$ cat config.mk
export PLATFORM = sky130hd
export DESIGN_NAME = fraction_numerator_synth_control_regs_flat
export DESIGN_NICKNAME = d
export VERILOG_FILES = /design/src/synth_pkg.sv /design/src/synth_link_if.sv /design/src/fraction_numerator_synth_control_regs.sv /design/src/flat_wrapper.sv
export VERILOG_INCLUDE_DIRS = /design/src
export SDC_FILE = /design/constraint.sdc
export NUM_CORES = 1
export LEC_CHECK = 0
export BUFFER_PORTS_ARGS = -buffer_cell sky130_fd_sc_hd__buf_4
export CELL_PAD_IN_SITES_DETAIL_PLACEMENT = 1
export CELL_PAD_IN_SITES_GLOBAL_PLACEMENT = 2
export CORE_ASPECT_RATIO = 1.25
export CORE_MARGIN = 5
export CORE_UTILIZATION = 33
export CTS_BUF_LIST = sky130_fd_sc_hd__clkbuf_16
export DETAILED_ROUTE_END_ITERATION = 12
export MAX_ROUTING_LAYER = met4
export PLACE_DENSITY_LB_ADDON = 0.1
export SLEW_MARGIN = 25
export SYNTH_ARGS = -nofsm -noshare
export SYNTH_HDL_FRONTEND = slang
export SYNTH_SLANG_ARGS = --single-unit
export TNS_END_PERCENT = 1
$ cat constraint.sdc
create_clock -name core_clk -period 2.12 [get_ports core_clk]
set_input_delay 0.318 -clock core_clk [delete_from_list [all_inputs] [get_ports core_clk]]
set_output_delay 0.318 -clock core_clk [all_outputs]
set_load 0.005 [all_outputs]
$ cat src/synth_defines.svh
`ifndef SYNTH_DEFINES_SVH
`define SYNTH_DEFINES_SVH
// Purpose: word layouts, field positions and counts of the synthesizer link
// Assumes: 24-bit serial words, control bits in [1:0]
// Notes: host register offsets are byte addresses on APB
`define WORD_W 24
`define ADDR_INT 2'h0
`define ADDR_DIVREF 2'h1
`define ADDR_CTRL 2'h2
`define ADDR_NOISE 2'h3
`define DR_MODULUS_LSB 2
`define DR_MODULUS_MSB 13
`define DR_RDIV_LSB 14
`define DR_RDIV_MSB 17
`define DR_PRESC_BIT 18
`define DR_LOADCTL_BIT 23
`define INT_NUMER_LSB 2
`define INT_NUMER_MSB 13
`define INT_INT_LSB 14
`define INT_INT_MSB 22
`define CT_CNTRST_BIT 2
`define CT_CPTRI_BIT 3
`define CT_PDN_BIT 4
`define CT_LOCK_PREC_BIT 5
`define CT_POL_BIT 6
`define CT_CP_LSB 7
`define CT_CP_MSB 10
`define CT_DBL_BIT 11
`define NS_MODE_LSB 2
`define NS_MODE_MSB 11
`define NS_LOW_SPUR 10'h000
`define NS_LOW_NOISE_SPUR 10'h3C0
`define NS_LOWEST_NOISE 10'h0F1
`define LOCK_CNT_FINE 6'h18
`define LOCK_CNT_COARSE 6'h28
`define SHIFT_HALF 4'h2
`define OFS_DATA 12'h000
`define OFS_CMD 12'h004
`define OFS_STATUS 12'h008
`define OFS_DIV 12'h00C
`define DIV_RESET 8'h02
`endif

$ cat src/synth_pkg.sv
// Purpose: shared types of the synthesizer link
// Assumes: nothing
// Notes: modes as decoded by the device
package synth_pkg;
    typedef enum logic [1:0] {MODE_LOW_SPUR, MODE_LOW_NOISE_SPUR, MODE_LOWEST_NOISE} ns_mode_e;
    typedef enum logic [1:0] {H_IDLE, H_LOW, H_HIGH, H_LATCH} host_state_e;
endpackage

$ cat src/synth_link_if.sv
// Purpose: 3-wire serial programming link
// Assumes: one clock, host makes the serial clock by division
// Notes: device samples all three pins through two flip-flops
interface synth_link_if;
    logic ser_clk;
    logic ser_data;
    logic ser_latch;
    modport host (output ser_clk, output ser_data, output ser_latch);
    modport device (input ser_clk, input ser_data, input ser_latch);
endinterface

$ cat src/fraction_numerator_synth_control_regs.sv
// What this block does
// - host picks 8/9 prescaler above 2 GHz
// - host keeps division above 31 or 91
// - reference divided by 4-bit counter 1..15
// - modulus applies only after integer word write
// - control bits 1,0 route to control word
// - control bits 1,1 route to noise word
// - counter reset bit holds dividers in reset
// - tri-state bit floats charge pump
// - power-down bit; registers kept throughout
// - power-down loads counters, floats pump, clears lock
// - lock after 24 or 40 good cycles
// - lock held until new channel, power-down or 30 ns error
// - polarity bit selects phase detector sense
// - pump current from bits 7 to 10
// - doubler makes both reference edges active
// - host keeps doubler off above 30 MHz
// - noise mode sets dither and pump region
// - host writes zero to reserved bits
// - host follows the power-up write order
// - resync uses extra divider word, load bit one
// - load bit one sets resync delay, not modulus
// - 0,0 routes integer word, 0,1 divider word
// Purpose: register bank and control logic of the fractional-N device
// Assumes: reference input and lock comparison results are sampled on core_clk
// Notes: phase error arrives as two flags from the analog comparator
//
// The register addresses and the APB register port were decided locally.
module fraction_numerator_synth_control_regs
    import synth_pkg::*;
#(
    parameter int LOCK_W = 6
) (
    input wire logic core_clk,
    input wire logic srst,
    synth_link_if.device link,
    input wire logic reference_input,
    input wire logic err_under_15ns,
    input wire logic err_over_30ns,
    output logic phase_comparator_clk,
    output logic counters_reset,
    output logic cp_tristate,
    output logic powered_down,
    output logic detector_positive,
    output logic [3:0] cp_current,
    output logic dither_en,
    output logic cp_low_noise_region,
    output logic prescaler_89,
    output logic [8:0] int_value,
    output logic [11:0] fraction_numerator,
    output logic [11:0] fraction_modulus,
    output logic [11:0] resync_delay,
    output logic digital_lock
);
    `include "synth_defines.svh"

    logic [2:0] clk_s1_ff, clk_s2_ff;
    logic clk_prev_ff;
    logic [`WORD_W-1:0] shift_ff;
    logic [`WORD_W-1:0] int_word_ff, divref_word_ff, ctrl_word_ff, noise_word_ff;
    logic [11:0] modulus_pending_ff, modulus_active_ff, resync_ff;
    logic new_channel_ff;
    logic [1:0] ref_s_ff;
    logic ref_prev_ff;
    logic [3:0] rcnt_ff;
    logic cmp_clk_ff;
    logic [LOCK_W-1:0] lock_cnt_ff;
    logic lock_ff;
    logic sclk_rise, latch_rise, ref_edge, cmp_tick;
    logic [LOCK_W-1:0] lock_target;
    ns_mode_e mode;

    // pins from the host are asynchronous to core_clk
    always_ff @(posedge core_clk) begin
        if (srst) begin
            clk_s1_ff <= 3'h0;
            clk_s2_ff <= 3'h0;
        end else begin
            clk_s1_ff <= {link.ser_latch, link.ser_data, link.ser_clk};
            clk_s2_ff <= clk_s1_ff;
        end
    end

    always_ff @(posedge core_clk) begin
        if (srst) begin
            clk_prev_ff <= 1'b0;
        end else begin
            clk_prev_ff <= clk_s2_ff[0];
        end
    end
    logic latch_prev_ff;
    always_ff @(posedge core_clk) begin
        if (srst) begin
            latch_prev_ff <= 1'b0;
        end else begin
            latch_prev_ff <= clk_s2_ff[2];
        end
    end
    assign sclk_rise = clk_s2_ff[0] && !clk_prev_ff;
    assign latch_rise = clk_s2_ff[2] && !latch_prev_ff;

    // shifting continues during power-down
    always_ff @(posedge core_clk) begin
        if (srst) begin
            shift_ff <= '0;
        end else if (sclk_rise) begin
            shift_ff <= {shift_ff[`WORD_W-2:0], clk_s2_ff[1]};
        end
    end

    // words persist through power-down; only srst clears them
    always_ff @(posedge core_clk) begin
        if (srst) begin
            int_word_ff <= '0;
            divref_word_ff <= '0;
            ctrl_word_ff <= '0;
            noise_word_ff <= '0;
        end else if (latch_rise) begin
            unique case (shift_ff[1:0])
                `ADDR_INT: int_word_ff <= shift_ff;
                `ADDR_DIVREF: divref_word_ff <= shift_ff;
                `ADDR_CTRL: ctrl_word_ff <= shift_ff;
                `ADDR_NOISE: noise_word_ff <= shift_ff;
            endcase
        end
    end

    // modulus is double buffered: pending on divider word, active on integer word
    always_ff @(posedge core_clk) begin
        if (srst) begin
            modulus_pending_ff <= '0;
            modulus_active_ff <= '0;
            resync_ff <= '0;
        end else if (latch_rise) begin
            if (shift_ff[1:0] == `ADDR_DIVREF) begin
                if (shift_ff[`DR_LOADCTL_BIT]) begin
                    resync_ff <= shift_ff[`DR_MODULUS_MSB:`DR_MODULUS_LSB];
                end else begin
                    modulus_pending_ff <= shift_ff[`DR_MODULUS_MSB:`DR_MODULUS_LSB];
                end
            end else if (shift_ff[1:0] == `ADDR_INT) begin
                modulus_active_ff <= modulus_pending_ff;
            end
        end
    end

    always_ff @(posedge core_clk) begin
        if (srst) begin
            new_channel_ff <= 1'b0;
        end else begin
            new_channel_ff <= latch_rise && (shift_ff[1:0] == `ADDR_INT);
        end
    end

    assign counters_reset = ctrl_word_ff[`CT_CNTRST_BIT] || ctrl_word_ff[`CT_PDN_BIT];
    assign cp_tristate = ctrl_word_ff[`CT_CPTRI_BIT] || ctrl_word_ff[`CT_PDN_BIT];
    assign powered_down = ctrl_word_ff[`CT_PDN_BIT];
    assign detector_positive = ctrl_word_ff[`CT_POL_BIT];
    assign cp_current = ctrl_word_ff[`CT_CP_MSB:`CT_CP_LSB];
    assign prescaler_89 = divref_word_ff[`DR_PRESC_BIT];
    assign int_value = int_word_ff[`INT_INT_MSB:`INT_INT_LSB];
    assign fraction_numerator = int_word_ff[`INT_NUMER_MSB:`INT_NUMER_LSB];
    assign fraction_modulus = modulus_active_ff;
    assign resync_delay = resync_ff;

    // unknown codes fall back to low spur
    always_comb begin
        unique case (noise_word_ff[`NS_MODE_MSB:`NS_MODE_LSB])
            `NS_LOW_NOISE_SPUR: mode = MODE_LOW_NOISE_SPUR;
            `NS_LOWEST_NOISE: mode = MODE_LOWEST_NOISE;
            default: mode = MODE_LOW_SPUR;
        endcase
    end
    assign dither_en = (mode == MODE_LOW_SPUR);
    assign cp_low_noise_region = (mode == MODE_LOWEST_NOISE);

    // reference sampled on core_clk; far slower than core_clk in this model
    always_ff @(posedge core_clk) begin
        if (srst) begin
            ref_s_ff <= 2'h0;
            ref_prev_ff <= 1'b0;
        end else begin
            ref_s_ff <= {ref_s_ff[0], reference_input};
            ref_prev_ff <= ref_s_ff[1];
        end
    end
    assign ref_edge = ctrl_word_ff[`CT_DBL_BIT] ? (ref_s_ff[1] != ref_prev_ff)
                                              : (!ref_s_ff[1] && ref_prev_ff);

    // ratio 0 is treated as 1
    always_ff @(posedge core_clk) begin
        if (srst || counters_reset) begin
            rcnt_ff <= 4'h0;
            cmp_clk_ff <= 1'b0;
        end else if (ref_edge) begin
            if (rcnt_ff + 4'h1 >= divref_word_ff[`DR_RDIV_MSB:`DR_RDIV_LSB]) begin
                rcnt_ff <= 4'h0;
                cmp_clk_ff <= 1'b1;
            end else begin
                rcnt_ff <= rcnt_ff + 4'h1;
                cmp_clk_ff <= 1'b0;
            end
        end else begin
            cmp_clk_ff <= 1'b0;
        end
    end
    assign cmp_tick = cmp_clk_ff;
    assign phase_comparator_clk = cmp_clk_ff;

    assign lock_target = ctrl_word_ff[`CT_LOCK_PREC_BIT] ? LOCK_W'(`LOCK_CNT_COARSE)
                                                   : LOCK_W'(`LOCK_CNT_FINE);
    always_ff @(posedge core_clk) begin
        if (srst || powered_down || new_channel_ff) begin
            lock_cnt_ff <= '0;
            lock_ff <= 1'b0;
        end else if (cmp_tick) begin
            if (err_over_30ns) begin
                lock_cnt_ff <= '0;
                lock_ff <= 1'b0;
            end else if (!err_under_15ns) begin
                lock_cnt_ff <= '0;
            end else if (!lock_ff) begin
                if (lock_cnt_ff + 1'b1 >= lock_target) begin
                    lock_ff <= 1'b1;
                end
                lock_cnt_ff <= lock_cnt_ff + 1'b1;
            end
        end
    end
    assign digital_lock = lock_ff;
endmodule

$ cat src/flat_wrapper.sv
// flat-port wrapper written by rule: the top's interface ports become plain ports
module fraction_numerator_synth_control_regs_flat import synth_pkg::*;
#(
    parameter int LOCK_W = 6
)
  (core_clk, srst, reference_input, err_under_15ns, err_over_30ns, phase_comparator_clk, counters_reset, cp_tristate, powered_down, detector_positive, cp_current, dither_en, cp_low_noise_region, prescaler_89, int_value, fraction_numerator, fraction_modulus, resync_delay, digital_lock, link_ser_clk, link_ser_data, link_ser_latch);
  synth_link_if link_i ();
  input wire logic core_clk;
  input wire logic srst;
  input wire logic reference_input;
  input wire logic err_under_15ns;
  input wire logic err_over_30ns;
  output logic phase_comparator_clk;
  output logic counters_reset;
  output logic cp_tristate;
  output logic powered_down;
  output logic detector_positive;
  output logic [3:0] cp_current;
  output logic dither_en;
  output logic cp_low_noise_region;
  output logic prescaler_89;
  output logic [8:0] int_value;
  output logic [11:0] fraction_numerator;
  output logic [11:0] fraction_modulus;
  output logic [11:0] resync_delay;
  output logic digital_lock;
  input wire logic [$bits(link_i.ser_clk)-1:0] link_ser_clk;
  input wire logic [$bits(link_i.ser_data)-1:0] link_ser_data;
  input wire logic [$bits(link_i.ser_latch)-1:0] link_ser_latch;
  assign link_i.ser_clk = link_ser_clk;
  assign link_i.ser_data = link_ser_data;
  assign link_i.ser_latch = link_ser_latch;
  fraction_numerator_synth_control_regs #(.LOCK_W(LOCK_W)) u_core (.core_clk(core_clk), .srst(srst), .link(link_i), .reference_input(reference_input), .err_under_15ns(err_under_15ns), .err_over_30ns(err_over_30ns), .phase_comparator_clk(phase_comparator_clk), .counters_reset(counters_reset), .cp_tristate(cp_tristate), .powered_down(powered_down), .detector_positive(detector_positive), .cp_current(cp_current), .dither_en(dither_en), .cp_low_noise_region(cp_low_noise_region), .prescaler_89(prescaler_89), .int_value(int_value), .fraction_numerator(fraction_numerator), .fraction_modulus(fraction_modulus), .resync_delay(resync_delay), .digital_lock(digital_lock));
endmodule
==> report_table.html <==
<table>
<tr><th>Metric</th><th>Value</th></tr>
<tr><th colspan="2">Power and ir drop</th></tr>
<tr><td>Switching fraction of total power</td><td>0.2178</td></tr>
<tr><td>Seq pwr share</td><td>0.492</td></tr>
<tr><td>Leakage power</td><td>around 2.2 nW</td></tr>
<tr><td>Reported net switching power</td><td>between 1 and 1.5 mW</td></tr>
<tr><td>Maximum vdd ir drop</td><td>~0.35 mV</td></tr>
<tr><td>Relative contribution of combinational cells to total power</td><td>0.021</td></tr>
<tr><td>Clk pwr share</td><td>0.487</td></tr>
<tr><td>Internal power consumption</td><td>about 3.9 mW</td></tr>
<tr><td>Cell area power density</td><td>843.8 nW/um^2</td></tr>
<tr><th colspan="2">Synthesis</th></tr>
<tr><td>Top-area cell type share of the netlist area</td><td>0.5354</td></tr>
<tr><td>Synth Register Bits</td><td>130</td></tr>
<tr><td>Number of nets produced by synthesis</td><td>between 600 and 700</td></tr>
<tr><td>Predominant post-synthesis flop cell</td><td>dfxtp_1</td></tr>
<tr><td>Mapped Cells</td><td>600</td></tr>
<tr><td>Share of synthesized registers carrying an async set or reset</td><td>0</td></tr>
<tr><td>Mean area per synthesized cell</td><td>a little over 8 um^2</td></tr>
<tr><td>Largest area contributor in the netlist</td><td>dfxtp_1</td></tr>
<tr><td>Sequential cell area fraction in the yosys report</td><td>0.5354</td></tr>
<tr><td>Count of yosys warnings during synthesis</td><td>0</td></tr>
<tr><td>Netlist cell types</td><td>40</td></tr>
<tr><td>Leading post-synthesis cells by cell area</td><td>dfxtp_1 54%, nand2_1 16%, a21oi_1 11%</td></tr>
<tr><td>Cell types with the highest counts after synthesis</td><td>212 x nand2_1, 130 x dfxtp_1, 111 x a21oi_1</td></tr>
<tr><td>Count of flip-flops with a built-in enable after synthesis</td><td>0</td></tr>
<tr><td>Most frequently used cell type in the post-synthesis netlist</td><td>nand2_1</td></tr>
<tr><td>Netlist area before placement</td><td>~4900 um^2</td></tr>
<tr><th colspan="2">Critical path</th></tr>
<tr><td>Source of the worst register-to-register timing path</td><td>u_core.rcnt_ff[0]</td></tr>
<tr><td>Cell-by-cell listing of the critical path</td><td>ha_1 &gt; ha_1 &gt; a2111oi_1 &gt; or3_1 &gt; o2111ai_1 &gt; a21oi_1</td></tr>
<tr><td>Critical Path Fanout Max</td><td>5</td></tr>
<tr><td>Capture point of the worst reg-to-reg path</td><td>u_core.rcnt_ff[3]</td></tr>
<tr><td>Max stage delay on crit path</td><td>about 0.40 ns</td></tr>
<tr><td>Worst-path cell with the longest stage delay</td><td>a2111oi_1</td></tr>
<tr><td>Required time of the critical path</td><td>about 2.5 ns</td></tr>
<tr><td>Reg2Reg Setup Slack</td><td>~0.13 ns</td></tr>
<tr><td>Endpoint class of the critical path</td><td>flop</td></tr>
<tr><td>Buffers plus inverters on the worst setup path</td><td>0</td></tr>
<tr><td>Cell family with most CP delay</td><td>compound AO/OA/AOI/OAI gates</td></tr>
<tr><td>Count of cells along the worst register-to-register path</td><td>6</td></tr>
<tr><td>CP Data Arrival Time</td><td>2.32 ns</td></tr>
<tr><td>Start point of the critical path</td><td>u_core.rcnt_ff[0]</td></tr>
<tr><td>Cell type with the highest occurrence count on the critical path</td><td>ha_1</td></tr>
<tr><td>Crit Path Category</td><td>flop to flop</td></tr>
<tr><td>Crit start category</td><td>flop</td></tr>
<tr><th colspan="2">Clock tree</th></tr>
<tr><td>Clock tree from TritonCTS</td><td>yes</td></tr>
<tr><td>CTS H-tree lvls</td><td>4</td></tr>
<tr><td>Clock transition at path regs</td><td>about 0.050 ns</td></tr>
<tr><td>Number of clock sinks</td><td>130</td></tr>
<tr><td>Post-CTS Resized</td><td>0</td></tr>
<tr><td>Clock insertion delay at the later pin of the skew report</td><td>roughly 0.41 ns</td></tr>
<tr><td>Clk Tree Root Cell</td><td>clkbuf_16</td></tr>
<tr><td>Clock buffer depth</td><td>2</td></tr>
<tr><td>Buffers inserted by post-CTS timing repair</td><td>0</td></tr>
<tr><td>Post-cts hold buffer count</td><td>0</td></tr>
<tr><td>CTS Buf Count</td><td>17</td></tr>
<tr><th colspan="2">STA</th></tr>
<tr><td>Clock Skew</td><td>between 0.005 and 0.006 ns</td></tr>
<tr><td>Count of final setup violators</td><td>0</td></tr>
<tr><td>Post-layout minimum cycle time</td><td>approximately 2.0 ns</td></tr>
<tr><td>Slew at the pin closest to its max-slew limit</td><td>0.7004 ns</td></tr>
<tr><td>Final Hold Slack</td><td>about 0.12 ns</td></tr>
<tr><td>Unrepaired setup endpoints after global routing</td><td>false</td></tr>
<tr><td>Portion of the clock cycle consumed by the worst path in the final layout</td><td>0.9374</td></tr>
<tr><td>Upper clock frequency limit</td><td>503.2 MHz</td></tr>
<tr><td>Final hold violations</td><td>0</td></tr>
<tr><td>Slew Limit Fails</td><td>0</td></tr>
<tr><td>Total negative slack for setup checks</td><td>0 ns</td></tr>
<tr><td>Slew HR</td><td>0.5295</td></tr>
<tr><th colspan="2">Floorplanning</th></tr>
<tr><td>Total number of placement rows</td><td>between 40 and 50</td></tr>
<tr><td>Die Area</td><td>between 15000 and 20000 um^2</td></tr>
<tr><td>Core area</td><td>about 14000 um^2</td></tr>
<tr><td>Initial Utilization</td><td>0.3374</td></tr>
<tr><td>Number of top-level pins</td><td>66</td></tr>
<tr><td>Vert. Die Dim</td><td>between 100 and 150 um</td></tr>
<tr><td>Die Span X</td><td>around 120 um</td></tr>
<tr><th colspan="2">Route</th></tr>
<tr><td>Avg WL per Cell</td><td>15.16 um</td></tr>
<tr><td>Post-DR vias/cell</td><td>4.818</td></tr>
<tr><td>Total length of routed wires</td><td>approximately 13 mm</td></tr>
<tr><td>Overall via count from detail_route</td><td>between 4000 and 5000</td></tr>
<tr><td>ANT nets after route</td><td>0</td></tr>
<tr><td>Initial DRC count</td><td>~260</td></tr>
<tr><td>DRC errors left</td><td>0</td></tr>
<tr><td>First-pass detailed-route iteration total</td><td>4</td></tr>
<tr><th colspan="2">Finish</th></tr>
<tr><td>Layout fillers</td><td>between 1500 and 2000</td></tr>
<tr><td>Final antenna diode count</td><td>0</td></tr>
<tr><td>Area used by multi-input combinational logic</td><td>just over 2000 um^2</td></tr>
<tr><td>Share of cells above drive strength 1</td><td>0.1521</td></tr>
<tr><td>Area of all sequential standard cells</td><td>between 2000 and 3000 um^2</td></tr>
<tr><td>Area Growth Syn to Fin</td><td>21.96%</td></tr>
<tr><td>Final standard cell area without fillers</td><td>roughly 5900 um^2</td></tr>
<tr><td>Final nets</td><td>670</td></tr>
<tr><th colspan="2">GRT</th></tr>
<tr><td>Total routing resource utilization after global routing</td><td>0.1549</td></tr>
<tr><td>Maximum number of pins on one net before global-route repair</td><td>66</td></tr>
<tr><td>Overflow after GRT</td><td>0</td></tr>
<tr><td>Global-route wire length before repair</td><td>around 21 mm</td></tr>
<tr><td>Number of antenna violations at the first check in global routing</td><td>0</td></tr>
<tr><td>Number of global-route vias before repair</td><td>between 4000 and 5000</td></tr>
<tr><th colspan="2">Hold path</th></tr>
<tr><td>End of the worst hold path</td><td>u_core.clk_s1_ff[0]</td></tr>
<tr><td>Hold Path Depth</td><td>2</td></tr>
<tr><td>HP Class</td><td>primary input to flop</td></tr>
<tr><td>Worst min-delay path startpoint</td><td>link_ser_clk</td></tr>
<tr><th colspan="2">Placed design</th></tr>
<tr><td>Last weighted congestion value of the routability-driven placer</td><td>0.7440</td></tr>
<tr><td>Count of buffers inserted at the top-level ports</td><td>65</td></tr>
<tr><td>Post-DP HPWL</td><td>approximately 8.4 mm</td></tr>
<tr><td>Placed instance area</td><td>approximately 5400 um^2</td></tr>
<tr><th colspan="2">Run status</th></tr>
<tr><td>Run status</td><td>finished clean</td></tr>
<tr><th colspan="2">Run</th></tr>
<tr><td>Max-capacitance violation count</td><td>0</td></tr>
</table>
==> logic make-up after synthesis <==
| kind of cell | share of synthesized area |
|---|---|
| buffers and inverters | 0.04582 |
| AND/OR/NAND/NOR | 0.2440 |
| flip-flops | 0.5354 |
| AO/OA/AOI/OAI | 0.1338 |
| adder cells (fa/ha/maj) | 0.02574 |
| XOR/XNOR | 0.009011 |
| multiplexers | 0.006178 |
==> state kept, by name, summed over array words and instances (netlist names), 2 cells and up <==
| signal | cells |
|---|---|
| u_core.noise_word_ff | 10 |
| u_core.modulus_pending_ff | 12 |
| u_core.clk_s2_ff | 3 |
| u_core.divref_word_ff | 5 |
| u_core.int_word_ff | 21 |
| u_core.resync_delay | 12 |
| u_core.rcnt_ff | 4 |
| u_core.clk_s1_ff | 3 |
| u_core.shift_ff | 24 |
| u_core.fraction_modulus | 12 |
| u_core.lock_cnt_ff | 6 |
| u_core.ref_s_ff | 2 |
| u_core.ctrl_word_ff | 10 |
==> metrics by stage <==
step / instances / setup slack [ns] / total power, mW / utilization
4_1_cts: 842 / 0.07919 / 5.081 / 0.4114
3_3_place_gp: 811 / 0.2972 / 2.618 / 0.3777
6_report: 842 / 0.1327 / 5.002 / 0.4115
2_1_floorplan: 600 / 0.4147 / 2.583 / -
5_1_grt: 842 / 0.009218 / 5.185 / 0.4115
3_5_place_dp: 811 / 0.09253 / 2.619 / 0.3777
==> metal layers <==
layer,vias to the layer above,GRT usage,wire (um)
li1,2046,-,-
met1,1937,0.1908,5976
met2,58,0.2472,6208
met3,16,0.03305,370
met4,0,0.06126,210
met5,-,-,0
==> how the worst max path moves through the flow <==
stage                   endpoint  slack (ns)  cells after the start
2_1_floorplan  u_core.rcnt_ff[3]        0.41                      6
3_3_place_gp   u_core.rcnt_ff[3]        0.30                      6
3_5_place_dp   u_core.rcnt_ff[3]        0.09                      6
4_1_cts        u_core.rcnt_ff[3]        0.08                      6
5_1_grt        u_core.rcnt_ff[3]       0.009                      6
6_report       u_core.rcnt_ff[3]        0.13                      6
==> final cells by class <==
type,instances,share of cell area
clock inverters,14,0.01013
well taps,178,0.03757
repair buffers,73,0.09244
inverters,7,0.004432
multi-input cells,423,0.3447
flip-flops and latches,130,0.4390
clock buffers,17,0.07176
==> cell usage in the layout (no fill, tap or decap), types with 5 or more instances in the layout <==
master	synthesis	final
a21oi_1	111	111
buf_4	4	73
clkbuf_16	0	17
clkinv_1	0	6
dfxtp_1	130	130
ha_1	10	10
inv_1	7	11
nand2_1	212	212
nor2_1	23	23
nor2b_1	12	12
nor3_1	5	5
o21ai_0	5	5
==> power groups by stage <==
stage	clock network (mW)	logic (mW)	registers, mW
5_1_grt	2.61	0.117	2.46
3_5_place_dp	0	0.107	2.51
3_3_place_gp	0	0.107	2.51
4_1_cts	2.51	0.108	2.46
6_report	2.44	0.105	2.46
2_1_floorplan	0	0.0736	2.51
No activity file was read; power rests on OpenSTA's default activity.
